[src/verilog/spc_defs.svh]
`ifndef SPC_DEFS_SVH
`define SPC_DEFS_SVH

// Register byte offsets on the APB slave.
`define SPC_OFS_CTRL_ONE 12'h000
`define SPC_OFS_CTRL_TWO 12'h004
`define SPC_OFS_STATUS 12'h008
`define SPC_OFS_DATA 12'h00c

// Reset values and writable masks.
`define SPC_CTRL_ONE_RST 16'h0000
`define SPC_CTRL_TWO_RST 16'h0000
`define SPC_CTRL_ONE_MASK 16'h1fff
`define SPC_CTRL_TWO_MASK 16'he003

// Field positions in serial_port_control_one.
`define SPC_B_CLK_DIS 12
`define SPC_B_DO_DIS 11
`define SPC_B_WIDTH 10
`define SPC_B_SMP 9
`define SPC_B_CKE 8
`define SPC_B_SELECT_PIN_ENABLE 7
`define SPC_B_CKP 6
`define SPC_B_MST 5
`define SPC_F_SEC_HI 4
`define SPC_F_SEC_LO 2
`define SPC_F_PRI_HI 1
`define SPC_F_PRI_LO 0

// Field positions in serial_port_control_two.
`define SPC_B_FRM 15
`define SPC_B_FSD 14
`define SPC_B_FPOL 13
`define SPC_B_FE 1
`define SPC_B_FIFO 0

// Field positions in the status register.
`define SPC_B_EN 15
`define SPC_B_TXF 1
`define SPC_B_RXF 0

// Buffer depth and serial timing.
`define SPC_FIFO_DEPTH 8
`define SPC_SEC_BASE 4'd8
`define SPC_DIV_MIN 10'd2
`define SPC_LAST_WORD 4'd15
`define SPC_LAST_BYTE 4'd7

`endif

[src/verilog/spc_pkg.sv]
package spc_pkg;

    // Engine states, one-hot.
    typedef enum logic [2:0] {
        SPC_IDLE = 3'b001,
        SPC_SYNC = 3'b010,
        SPC_SHIFT = 3'b100
    } spc_state_t;

    // Pad outputs of the port: level and enable for each two-way pin.
    typedef struct packed {
        logic sck_o;
        logic sck_oe;
        logic sdo_o;
        logic sdo_oe;
        logic ss_o;
        logic ss_oe;
    } spc_pins_t;

    // APB request as seen by the slave.
    typedef struct packed {
        logic psel;
        logic penable;
        logic pwrite;
        logic [11:0] paddr;
        logic [31:0] pwdata;
    } spc_apb_req_t;

    // APB answer of the slave.
    typedef struct packed {
        logic pready;
        logic pslverr;
        logic [31:0] prdata;
    } spc_apb_rsp_t;

endpackage

[src/verilog/spc_top.sv]
`include "spc_defs.svh"

module spc_top
#(
    parameter int DEPTH = `SPC_FIFO_DEPTH
)
(
    // Clock and reset.
    input wire logic pclk,
    input wire logic presetn,
    // APB slave.
    input wire spc_pkg::spc_apb_req_t apb_req,
    output spc_pkg::spc_apb_rsp_t apb_rsp,
    // Serial pins, inputs from the pads.
    input wire logic serial_clock_pin_i,
    input wire logic serial_in_pin_i,
    input wire logic slave_select_pin_i,
    // Serial pins, levels and enables towards the pads.
    output spc_pkg::spc_pins_t pins
);
    import spc_pkg::*;

    localparam int PW = $clog2(DEPTH);
    localparam int CW = PW + 1;

    // The pointers wrap by overflow, so the depth must be a power of two.
    if (DEPTH < 2 || (1 << PW) != DEPTH) begin : g_bad_depth
        $error("DEPTH must be a power of two of at least 2.");
    end

    logic [15:0] ctrl_one_r;
    logic [15:0] ctrl_two_r;
    logic port_en_r;
    logic pready_r;
    logic pslverr_r;
    logic [31:0] prdata_r;
    logic [2:0] sync1_r;
    logic [2:0] sync2_r;
    logic sck_d_r;
    spc_state_t st_r, st_nxt;
    logic [9:0] cnt_r, cnt_nxt;
    logic [3:0] bitn_r, bitn_nxt;
    logic [15:0] sh_r, sh_nxt;
    logic samp_r, samp_nxt;
    logic pend_r, pend_nxt;
    logic [15:0] tx_mem [DEPTH];
    logic [15:0] rx_mem [DEPTH];
    logic [PW-1:0] tx_wp_r, tx_rp_r, rx_wp_r, rx_rp_r;
    logic [CW-1:0] tx_cnt_r, rx_cnt_r;
    spc_pins_t pins_r, pins_nxt;
    logic tx_pop, rx_push;
    logic [15:0] rx_word;

    // Configuration fields.
    wire clk_dis = ctrl_one_r[`SPC_B_CLK_DIS];
    wire do_dis = ctrl_one_r[`SPC_B_DO_DIS];
    wire wide = ctrl_one_r[`SPC_B_WIDTH];
    wire sample_phase = ctrl_one_r[`SPC_B_SMP];
    wire select_pin_enable = ctrl_one_r[`SPC_B_SELECT_PIN_ENABLE];
    wire clock_polarity = ctrl_one_r[`SPC_B_CKP];
    wire mst = ctrl_one_r[`SPC_B_MST];
    wire [2:0] sec = ctrl_one_r[`SPC_F_SEC_HI:`SPC_F_SEC_LO];
    wire [1:0] pri = ctrl_one_r[`SPC_F_PRI_HI:`SPC_F_PRI_LO];
    wire frm = ctrl_two_r[`SPC_B_FRM];
    wire fsd = ctrl_two_r[`SPC_B_FSD];
    wire fpol = ctrl_two_r[`SPC_B_FPOL];
    wire fe = ctrl_two_r[`SPC_B_FE];
    wire fifo_en = ctrl_two_r[`SPC_B_FIFO];
    wire en = port_en_r;

    // The clock edge bit has no say once framing is on.
    wire cke = ctrl_one_r[`SPC_B_CKE] & ~frm;

    // Every pad input passes two flip-flops before any logic reads it.
    wire [2:0] pad_in = {slave_select_pin_i, serial_in_pin_i, serial_clock_pin_i};
    for (genvar i = 0; i < 3; i++) begin : g_sync
        always_ff @(posedge pclk or negedge presetn)
        begin
            if (!presetn)
            begin
                sync1_r[i] <= 1'b0;
                sync2_r[i] <= 1'b0;
            end
            else
            begin
                sync1_r[i] <= pad_in[i];
                sync2_r[i] <= sync1_r[i];
            end
        end
    end
    wire sck_s = sync2_r[0];
    wire sdi_s = sync2_r[1];
    wire ss_s = sync2_r[2];

    // Divisor: primary 64/16/4/1 by shifting, secondary eight minus code.
    wire [9:0] prim = 10'd1 << {~pri, 1'b0};
    wire [3:0] sec_div = `SPC_SEC_BASE - {1'b0, sec};
    wire [9:0] div_raw = 10'(prim * {6'd0, sec_div});
    // The invalid 1:1 pair is held at two cycles so the clock still toggles.
    wire [9:0] div_n = (div_raw < `SPC_DIV_MIN) ? `SPC_DIV_MIN : div_raw;
    wire [9:0] half = div_n >> 1;
    wire cnt_end = cnt_r == (div_n - 10'd1);

    // Master timing inside one bit time.
    wire act_phase = cke ? (cnt_r >= half) : (cnt_r < half);
    wire samp_pt = sample_phase ? cnt_end : (cnt_r == half);
    wire m_in_bit = (sample_phase && cnt_end) ? sdi_s : samp_r;

    // Slave clock edges, judged against the idle level.
    wire to_active = (sck_s == ~clock_polarity) && (sck_d_r == clock_polarity);
    wire to_idle = (sck_s == clock_polarity) && (sck_d_r == ~clock_polarity);
    wire s_shift_edge = cke ? to_idle : to_active;
    wire s_samp_edge = cke ? to_active : to_idle;

    // Selection and frame sync as seen on the select pad.
    wire sync_in_act = ss_s == fpol;
    wire slv_sel = frm ? 1'b1 : (~select_pin_enable | ~ss_s);
    wire slv_start = frm & fsd ? sync_in_act : slv_sel;
    wire last_bit = bitn_r == (wide ? `SPC_LAST_WORD : `SPC_LAST_BYTE);

    // Buffer capacity is one entry unless the FIFO is on.
    wire [CW-1:0] cap = fifo_en ? CW'(DEPTH) : CW'(1);
    wire tx_full = tx_cnt_r == cap;
    wire rx_full = rx_cnt_r == cap;
    wire tx_empty = tx_cnt_r == '0;
    wire rx_empty = rx_cnt_r == '0;
    wire [15:0] tx_head = tx_mem[tx_rp_r];
    wire [15:0] rx_head = rx_mem[rx_rp_r];

    // APB decode; the slave answers in the first access cycle.
    wire setup = apb_req.psel & ~apb_req.penable;
    wire done = apb_req.psel & apb_req.penable & pready_r;
    wire a_c1 = apb_req.paddr == `SPC_OFS_CTRL_ONE;
    wire a_c2 = apb_req.paddr == `SPC_OFS_CTRL_TWO;
    wire a_st = apb_req.paddr == `SPC_OFS_STATUS;
    wire a_dt = apb_req.paddr == `SPC_OFS_DATA;
    wire hit = a_c1 | a_c2 | a_st | a_dt;
    wire wr_ok = done & apb_req.pwrite & hit;
    wire rd_ok = done & ~apb_req.pwrite & hit;
    // A write to a full buffer is dropped; software checks the flag first.
    wire tx_push = wr_ok & a_dt & ~tx_full;
    wire rx_pop = rd_ok & a_dt & ~rx_empty;
    wire [15:0] status = {port_en_r, 13'd0, tx_full, rx_full};
    // An empty receive buffer reads as zero rather than leaking a stale entry.
    wire [15:0] rx_rd = rx_empty ? 16'h0000 : rx_head;
    wire [15:0] rd_mux = a_c1 ? ctrl_one_r : a_c2 ? ctrl_two_r : a_st ? status :
        a_dt ? rx_rd : 16'h0000;

    // Shift engine for both roles; the port enable aborts a word at once.
    always_comb
    begin
        st_nxt = st_r;
        cnt_nxt = cnt_r;
        bitn_nxt = bitn_r;
        sh_nxt = sh_r;
        samp_nxt = samp_r;
        pend_nxt = pend_r;
        tx_pop = 1'b0;
        rx_push = 1'b0;
        rx_word = 16'h0000;
        if (!en)
        begin
            st_nxt = SPC_IDLE;
            cnt_nxt = 10'd0;
            bitn_nxt = 4'd0;
            pend_nxt = 1'b0;
        end
        else
        begin
            unique case (st_r)
                SPC_IDLE:
                begin
                    cnt_nxt = 10'd0;
                    bitn_nxt = 4'd0;
                    pend_nxt = 1'b0;
                    if (mst && !tx_empty && (!frm || !fsd || sync_in_act))
                    begin
                        tx_pop = 1'b1;
                        sh_nxt = tx_head;
                        st_nxt = (frm && !fsd && !fe) ? SPC_SYNC : SPC_SHIFT;
                    end
                    else if (!mst && slv_start)
                    begin
                        // An empty buffer sends zeros rather than stalling the master.
                        tx_pop = ~tx_empty;
                        sh_nxt = tx_empty ? 16'h0000 : tx_head;
                        st_nxt = SPC_SHIFT;
                    end
                end
                SPC_SYNC:
                begin
                    cnt_nxt = cnt_end ? 10'd0 : cnt_r + 10'd1;
                    if (cnt_end)
                        st_nxt = SPC_SHIFT;
                end
                SPC_SHIFT:
                begin
                    if (mst)
                    begin
                        cnt_nxt = cnt_end ? 10'd0 : cnt_r + 10'd1;
                        if (samp_pt)
                            samp_nxt = sdi_s;
                        if (cnt_end)
                        begin
                            sh_nxt = {sh_r[14:0], m_in_bit};
                            bitn_nxt = bitn_r + 4'd1;
                            if (last_bit)
                            begin
                                rx_push = ~rx_full | rx_pop;
                                rx_word = wide ? {sh_r[14:0], m_in_bit} :
                                    {8'h00, sh_r[6:0], m_in_bit};
                                st_nxt = SPC_IDLE;
                            end
                        end
                    end
                    else if (!slv_sel)
                        st_nxt = SPC_IDLE;
                    else if (s_shift_edge && pend_r)
                    begin
                        sh_nxt = {sh_r[14:0], samp_r};
                        pend_nxt = 1'b0;
                    end
                    else if (s_samp_edge)
                    begin
                        samp_nxt = sdi_s;
                        pend_nxt = 1'b1;
                        bitn_nxt = bitn_r + 4'd1;
                        if (last_bit)
                        begin
                            rx_push = ~rx_full | rx_pop;
                            rx_word = wide ? {sh_r[14:0], sdi_s} :
                                {8'h00, sh_r[6:0], sdi_s};
                            st_nxt = SPC_IDLE;
                        end
                    end
                end
            endcase
        end
    end

    // Pad levels and enables, registered so the pads see no glitches.
    wire m_pulse = (st_r == SPC_SYNC) || (st_r == SPC_SHIFT && fe && bitn_r == 4'd0);
    wire s_pulse = (st_r == SPC_SHIFT) && (bitn_r == 4'd0);
    wire pulse = mst ? m_pulse : s_pulse;
    always_comb
    begin
        pins_nxt.sck_o = (st_r == SPC_SHIFT && mst && act_phase) ? ~clock_polarity : clock_polarity;
        pins_nxt.sck_oe = en & mst & ~clk_dis;
        pins_nxt.sdo_o = wide ? sh_r[15] : sh_r[7];
        pins_nxt.sdo_oe = en & ~do_dis;
        pins_nxt.ss_o = pulse ? fpol : ~fpol;
        pins_nxt.ss_oe = en & frm & ~fsd;
    end

    // Register file and APB answer.
    always_ff @(posedge pclk or negedge presetn)
    begin
        if (!presetn)
        begin
            ctrl_one_r <= `SPC_CTRL_ONE_RST;
            ctrl_two_r <= `SPC_CTRL_TWO_RST;
            port_en_r <= 1'b0;
            pready_r <= 1'b0;
            pslverr_r <= 1'b0;
            prdata_r <= 32'h0000_0000;
        end
        else
        begin
            pready_r <= setup;
            pslverr_r <= setup & ~hit;
            if (setup)
                prdata_r <= {16'h0000, rd_mux};
            if (wr_ok && a_c1)
                ctrl_one_r <= apb_req.pwdata[15:0] & `SPC_CTRL_ONE_MASK;
            if (wr_ok && a_c2)
                ctrl_two_r <= apb_req.pwdata[15:0] & `SPC_CTRL_TWO_MASK;
            if (wr_ok && a_st)
                port_en_r <= apb_req.pwdata[`SPC_B_EN];
        end
    end

    // Engine and pad registers.
    always_ff @(posedge pclk or negedge presetn)
    begin
        if (!presetn)
        begin
            st_r <= SPC_IDLE;
            cnt_r <= 10'd0;
            bitn_r <= 4'd0;
            sh_r <= 16'h0000;
            samp_r <= 1'b0;
            pend_r <= 1'b0;
            sck_d_r <= 1'b0;
            pins_r <= '0;
        end
        else
        begin
            st_r <= st_nxt;
            cnt_r <= cnt_nxt;
            bitn_r <= bitn_nxt;
            sh_r <= sh_nxt;
            samp_r <= samp_nxt;
            pend_r <= pend_nxt;
            sck_d_r <= sck_s;
            pins_r <= pins_nxt;
        end
    end

    // Transmit buffer; push and pop in one cycle leave the count unchanged.
    always_ff @(posedge pclk or negedge presetn)
    begin
        if (!presetn)
        begin
            tx_wp_r <= '0;
            tx_rp_r <= '0;
            tx_cnt_r <= '0;
        end
        else
        begin
            if (tx_push)
                tx_wp_r <= tx_wp_r + 1'b1;
            if (tx_pop)
                tx_rp_r <= tx_rp_r + 1'b1;
            tx_cnt_r <= tx_cnt_r + CW'(tx_push) - CW'(tx_pop);
        end
    end

    always_ff @(posedge pclk)
    begin
        if (tx_push)
            tx_mem[tx_wp_r] <= apb_req.pwdata[15:0];
        if (rx_push)
            rx_mem[rx_wp_r] <= rx_word;
    end

    // Receive buffer; a word arriving to a full buffer is discarded unless a read pops an entry in that cycle.
    always_ff @(posedge pclk or negedge presetn)
    begin
        if (!presetn)
        begin
            rx_wp_r <= '0;
            rx_rp_r <= '0;
            rx_cnt_r <= '0;
        end
        else
        begin
            if (rx_push)
                rx_wp_r <= rx_wp_r + 1'b1;
            if (rx_pop)
                rx_rp_r <= rx_rp_r + 1'b1;
            rx_cnt_r <= rx_cnt_r + CW'(rx_push) - CW'(rx_pop);
        end
    end

    assign apb_rsp.pready = pready_r;
    assign apb_rsp.pslverr = pslverr_r;
    assign apb_rsp.prdata = prdata_r;
    assign pins = pins_r;

endmodule // spc_top

[config.mk]
export PLATFORM = sky130hd
export DESIGN_NAME = spc_top
export DESIGN_NICKNAME = d
export VERILOG_FILES = /design/src/verilog/spc_pkg.sv /design/src/verilog/spc_top.sv
export VERILOG_INCLUDE_DIRS = /design/src /design/src/verilog
export SDC_FILE = /design/constraint.sdc
export NUM_CORES = 1
export LEC_CHECK = 0
export BUFFER_PORTS_ARGS = -buffer_cell sky130_fd_sc_hd__buf_4
export CORE_ASPECT_RATIO = 2
export CORE_UTILIZATION = 55
export CTS_CLUSTER_SIZE = 8
export DETAILED_ROUTE_END_ITERATION = 8
export GPL_ROUTABILITY_DRIVEN = 0
export PLACE_DENSITY = 0.77
export SETUP_SLACK_MARGIN = 0.15
export SLEW_MARGIN = 10
export SYNTH_ARGS = -nofsm -noshare
export SYNTH_HDL_FRONTEND = slang
export SYNTH_SLANG_ARGS = --single-unit
[constraint.sdc]
create_clock -name pclk -period 6.45 [get_ports pclk]
set_input_delay 0.3225 -clock pclk [delete_from_list [all_inputs] [get_ports pclk]]
set_output_delay 0.3225 -clock pclk [all_outputs]
set_load 0.05 [all_outputs]
==> impl_summary.txt <==
----------------------------------------------------
[Status]
  Status ... finished, final reports clean

[Timing]
  Final critical-path share of the clock period ... 0.933
  Final Worst Setup Slack ... 0.432 ns
  Max-Slew Margin vs Limit ... 0.246
  Tightest Pin Transition ... 1.13 ns
  Final sum of negative setup slack ... 0 ns
  Post-layout min period ... 6.02 ns
  Final setup violating endpoints ... 0
  Max Clk Rate ... 166 MHz
  Number of hold-slack violations in the final timing report ... 0
  Unrepaired setup endpoints after global routing ... no
  Post-Route Skew ... 0.0356 ns
  Final number of max-transition violations ... 0

[Drt]
  Routed len/inst ... 22.2 µm
  Antenna-violating nets left ... 0
  Residual DRC ... 0
  Via-per-instance ratio ... 5.97
  Total routed wirelength ... 36500 µm
  Number of detailed-route iterations in the first pass ... 6
  Number of DRC violations after detailed-routing iteration 0 ... 827
  Via total after detailed routing ... 9803

[Power and ir drop]
  Standby leakage power ... 7.38 nW
  Power density over the cells ... 268 nW/µm²
  Switching Power ... 0.00106 W
  Max IR drop VDD ... 0.000241 V
  Part of the power in combinational logic ... 0.028
  Part of the total power dissipated in the clock network ... 0.483
  Cell-internal power ... 0.00404 W
  Proportion of total power due to net switching ... 0.209
  Seq pwr share ... 0.489
  Overall power ... 0.00511 W

[Synthesis]
  Largest family of logic cells by synthesized area ... multiplexers
  Syn avg cell area ... 14.5 µm²
  Synthesized-area fraction occupied by ao, oa, aoi and oai cells ... 0.0598
  Synth Instances ... 1121
  Number of storage elements in the synthesis netlist ... 361
  Count of cell types in the netlist ... 77
  Fraction of synthesized area in multiplexers ... 0.129
  Post-synthesis xor/xnor area fraction ... 0.0173
  Simple-gate share of the synthesized area ... 0.0954
  Most common flop cell mapped by yosys ... sky130_fd_sc_hd__edfxtp_1
  Synth warnings ... 0
  Post-synth EDFFs ... 256
  Adder and majority cell fraction of the synthesized area ... 0.0335
  Post-synthesis async set-or-reset flop share ... 0.291
  Share of the yosys chip area belonging to registers ... 0.637
  Syn Std Cell Area ... 16200 µm²

[Final layout]
  Layout cells sized above 1 ... 0.226
  Post-layout nets ... 1334
  Signed area change from the synthesized netlist to the final layout ... 17.4%
  Most used cells in the layout excluding fill and tap cells ... 256 x sky130_fd_sc_hd__edfxtp_1, 104 x sky130_fd_sc_hd__nor2_1, 101 x sky130_fd_sc_hd__dfrtp_1
  Commonest non-fill, non-tap cell in the layout ... sky130_fd_sc_hd__edfxtp_1
  Ant diodes ... 0
  Final non-filler cell area ... 19000 µm²

[Placed design]
  Pre-CTS setup slack ... 0.152 ns
  Post-Place Cell Area ... 17200 µm²
  Port bufs ... 59
  Detailed Place HPWL ... 24000 µm

[Clocking]
  Num CTS Buffers ... 51
  Clock transition at path regs ... 0.06 ns
  Clock latency reported for the late side of the worst-skew pair ... 0.58 ns
  Root cell of the clock tree ... sky130_fd_sc_hd__clkbuf_16
  CTS tree ... done
  Sinks on the clock net ... 361
  Clock tree buffer depth ... 3
  Total number of H-tree levels ... 2

[Global route]
  GRT Util Overall ... 0.254
  Global-route wire length before repair ... 56100 µm
  Number of global-route vias before repair ... 10200
  Initial antenna violation count ... 0
  Total gr overflow ... 0
  Largest net degree at the start of global routing ... 57

[Floorplan]
  Die Area ... 30200 µm²
  Die Y ... 245 µm
  Count of pins on the block boundary ... 92
  Placement Rows ... 88
  Initial core utilization ... 0.560
  Core area ... 29000 µm²
  Floorplan die width ... 123 µm

[Critical path]
  Sort of element at the end of the critical path ... register
  Critical path required time ... 6.93 ns
  Cell occurring most often along the worst timing path ... sky130_fd_sc_hd__inv_1
  Critical path start-end classification ... reg2reg
  Highest-delay cell along the critical path ... sky130_fd_sc_hd__fa_1
  Maximum fanout along the worst path ... 6
  Slowest cell delay on critical path ... 0.54 ns
  Arrival time of the worst setup path ... 6.49 ns
  Startpoint type of the worst setup path ... register

[Flow run]
  Max-cap violations ... 0

[Hold path]
  Tightest Hold Check Type ... in2reg

----------------------------------------------------
==> timing repair <==
item	in CTS	in global routing
hold endpoints to repair	143	0
endpoints found under the setup margin	1	187
buffers inserted	1	6
gates resized for setup	0	18
pin swaps	2	8
hold buffers	17	0
==> layer usage <==
metal,track usage,vias to the layer above,part of all wire
li1,-,4418,-
met1,0.281,4910,0.35
met2,0.456,358,0.54
met3,0.0309,117,0.048
met4,0.151,0,0.056
met5,0,-,0
==> synthesized netlist by cell type (11+ instances only) <==
cell type,n,area share
sky130_fd_sc_hd__xnor2_1,18,0.0097
sky130_fd_sc_hd__nand2_1,67,0.016
sky130_fd_sc_hd__dfrtp_1,104,0.16
sky130_fd_sc_hd__a21oi_1,61,0.019
sky130_fd_sc_hd__mux2i_1,37,0.023
sky130_fd_sc_hd__edfxtp_1,256,0.47
sky130_fd_sc_hd__o21ai_0,39,0.012
sky130_fd_sc_hd__nand4_1,11,0.0042
sky130_fd_sc_hd__ha_1,37,0.029
sky130_fd_sc_hd__mux4_2,64,0.089
sky130_fd_sc_hd__xor2_1,14,0.0076
sky130_fd_sc_hd__inv_1,37,0.0086
sky130_fd_sc_hd__and2_1,19,0.0073
sky130_fd_sc_hd__nor2b_1,15,0.0058
sky130_fd_sc_hd__clkbuf_1,34,0.0079
sky130_fd_sc_hd__mux2_2,22,0.015
sky130_fd_sc_hd__buf_4,18,0.0083
sky130_fd_sc_hd__nand3_1,16,0.0049
sky130_fd_sc_hd__nand2b_1,14,0.0054
sky130_fd_sc_hd__nor2_1,104,0.024
sky130_fd_sc_hd__nor3_1,14,0.0043
==> state kept, by name, summed over array words and instances (netlist names), 4 cells and up <==
name / cells
rx_cnt_r: 4
rx_mem: 128
ctrl_one_r: 13
pins: 6
bitn_r: 4
tx_cnt_r: 4
sh_r: 16
ctrl_two_r: 5
prdata_r: 16
cnt_r: 10
tx_mem: 128
==> power groups by stage <==
stage	combinational, W	clock (W)	sequential, W
3_5_place_dp	0.000131	0	0.00254
2_1_floorplan	0.0000819	0	0.00254
6_report	0.000141	0.00247	0.00250
5_1_grt	0.000156	0.00259	0.00250
4_1_cts	0.000143	0.00250	0.00250
3_3_place_gp	0.000126	0	0.00254
==> worst paths after layout <==
| kind | from | end | slack (ns) | cells after the start |
|---|---|---|---|---|
| max reg2reg | ctrl_one_r[2] | rx_cnt_r[3] | 0.43 | 28 |
| min reg2reg | sync1_r[1] | sdi_s | 0.34 | 0 |
| min | apb_req[1] | tx_mem[5][1] | 0.03 | 1 |
| min in group asynchronous | presetn | sync1_r[0] | 0.36 | 2 |
| max in group asynchronous | presetn | sh_r[14] | 4.96 | 3 |
| max | ctrl_one_r[2] | rx_cnt_r[3] | 0.43 | 28 |
==> through the flow <==
stage / hold WS [ns] / util / instances
4_1_cts: 0.0103 / 0.652 / 1636
2_1_floorplan: 0.0269 / - / 1136
3_3_place_gp: 0.335 / 0.595 / 1524
6_report: 0.0297 / 0.657 / 1642
3_5_place_dp: 0.336 / 0.595 / 1524
5_1_grt: 0.0170 / 0.657 / 1642
==> logic make-up (layout without fill, tap and decap cells) <==
logic type | after synthesis | count (layout)
DFF | 361 | 361
and+or+nand+nor | 308 | 308
AOI/OAI and AO/OA | 151 | 151
muxes | 126 | 126
buffers and inverters | 101 | 247
adders and majority gates | 41 | 41
xor gates and xnor gates | 32 | 32
other | 1 | 16
==> cell type report <==
type	instances	area (µm²)
repair buffers	116	1010
well taps	360	450
fillers	2007	9930
clock inverters	3	47.5
inverters	37	139
multi-input cells	674	5610
clock buffers	91	1450
flip-flops and latches	361	10300
==> critical path: cells and delay by family (launching register included) <==
family / cells / cell delay, ns
DFF: 1 / 0.43
buffers and inverters: 5 / 0.28
and+or+nand+nor: 8 / 1.72
AOI/OAI and AO/OA: 8 / 1.61
adders and majority gates: 6 / 1.72
xor gates and xnor gates: 1 / 0.16
Note: power is estimated with default switching activity, not from simulation.
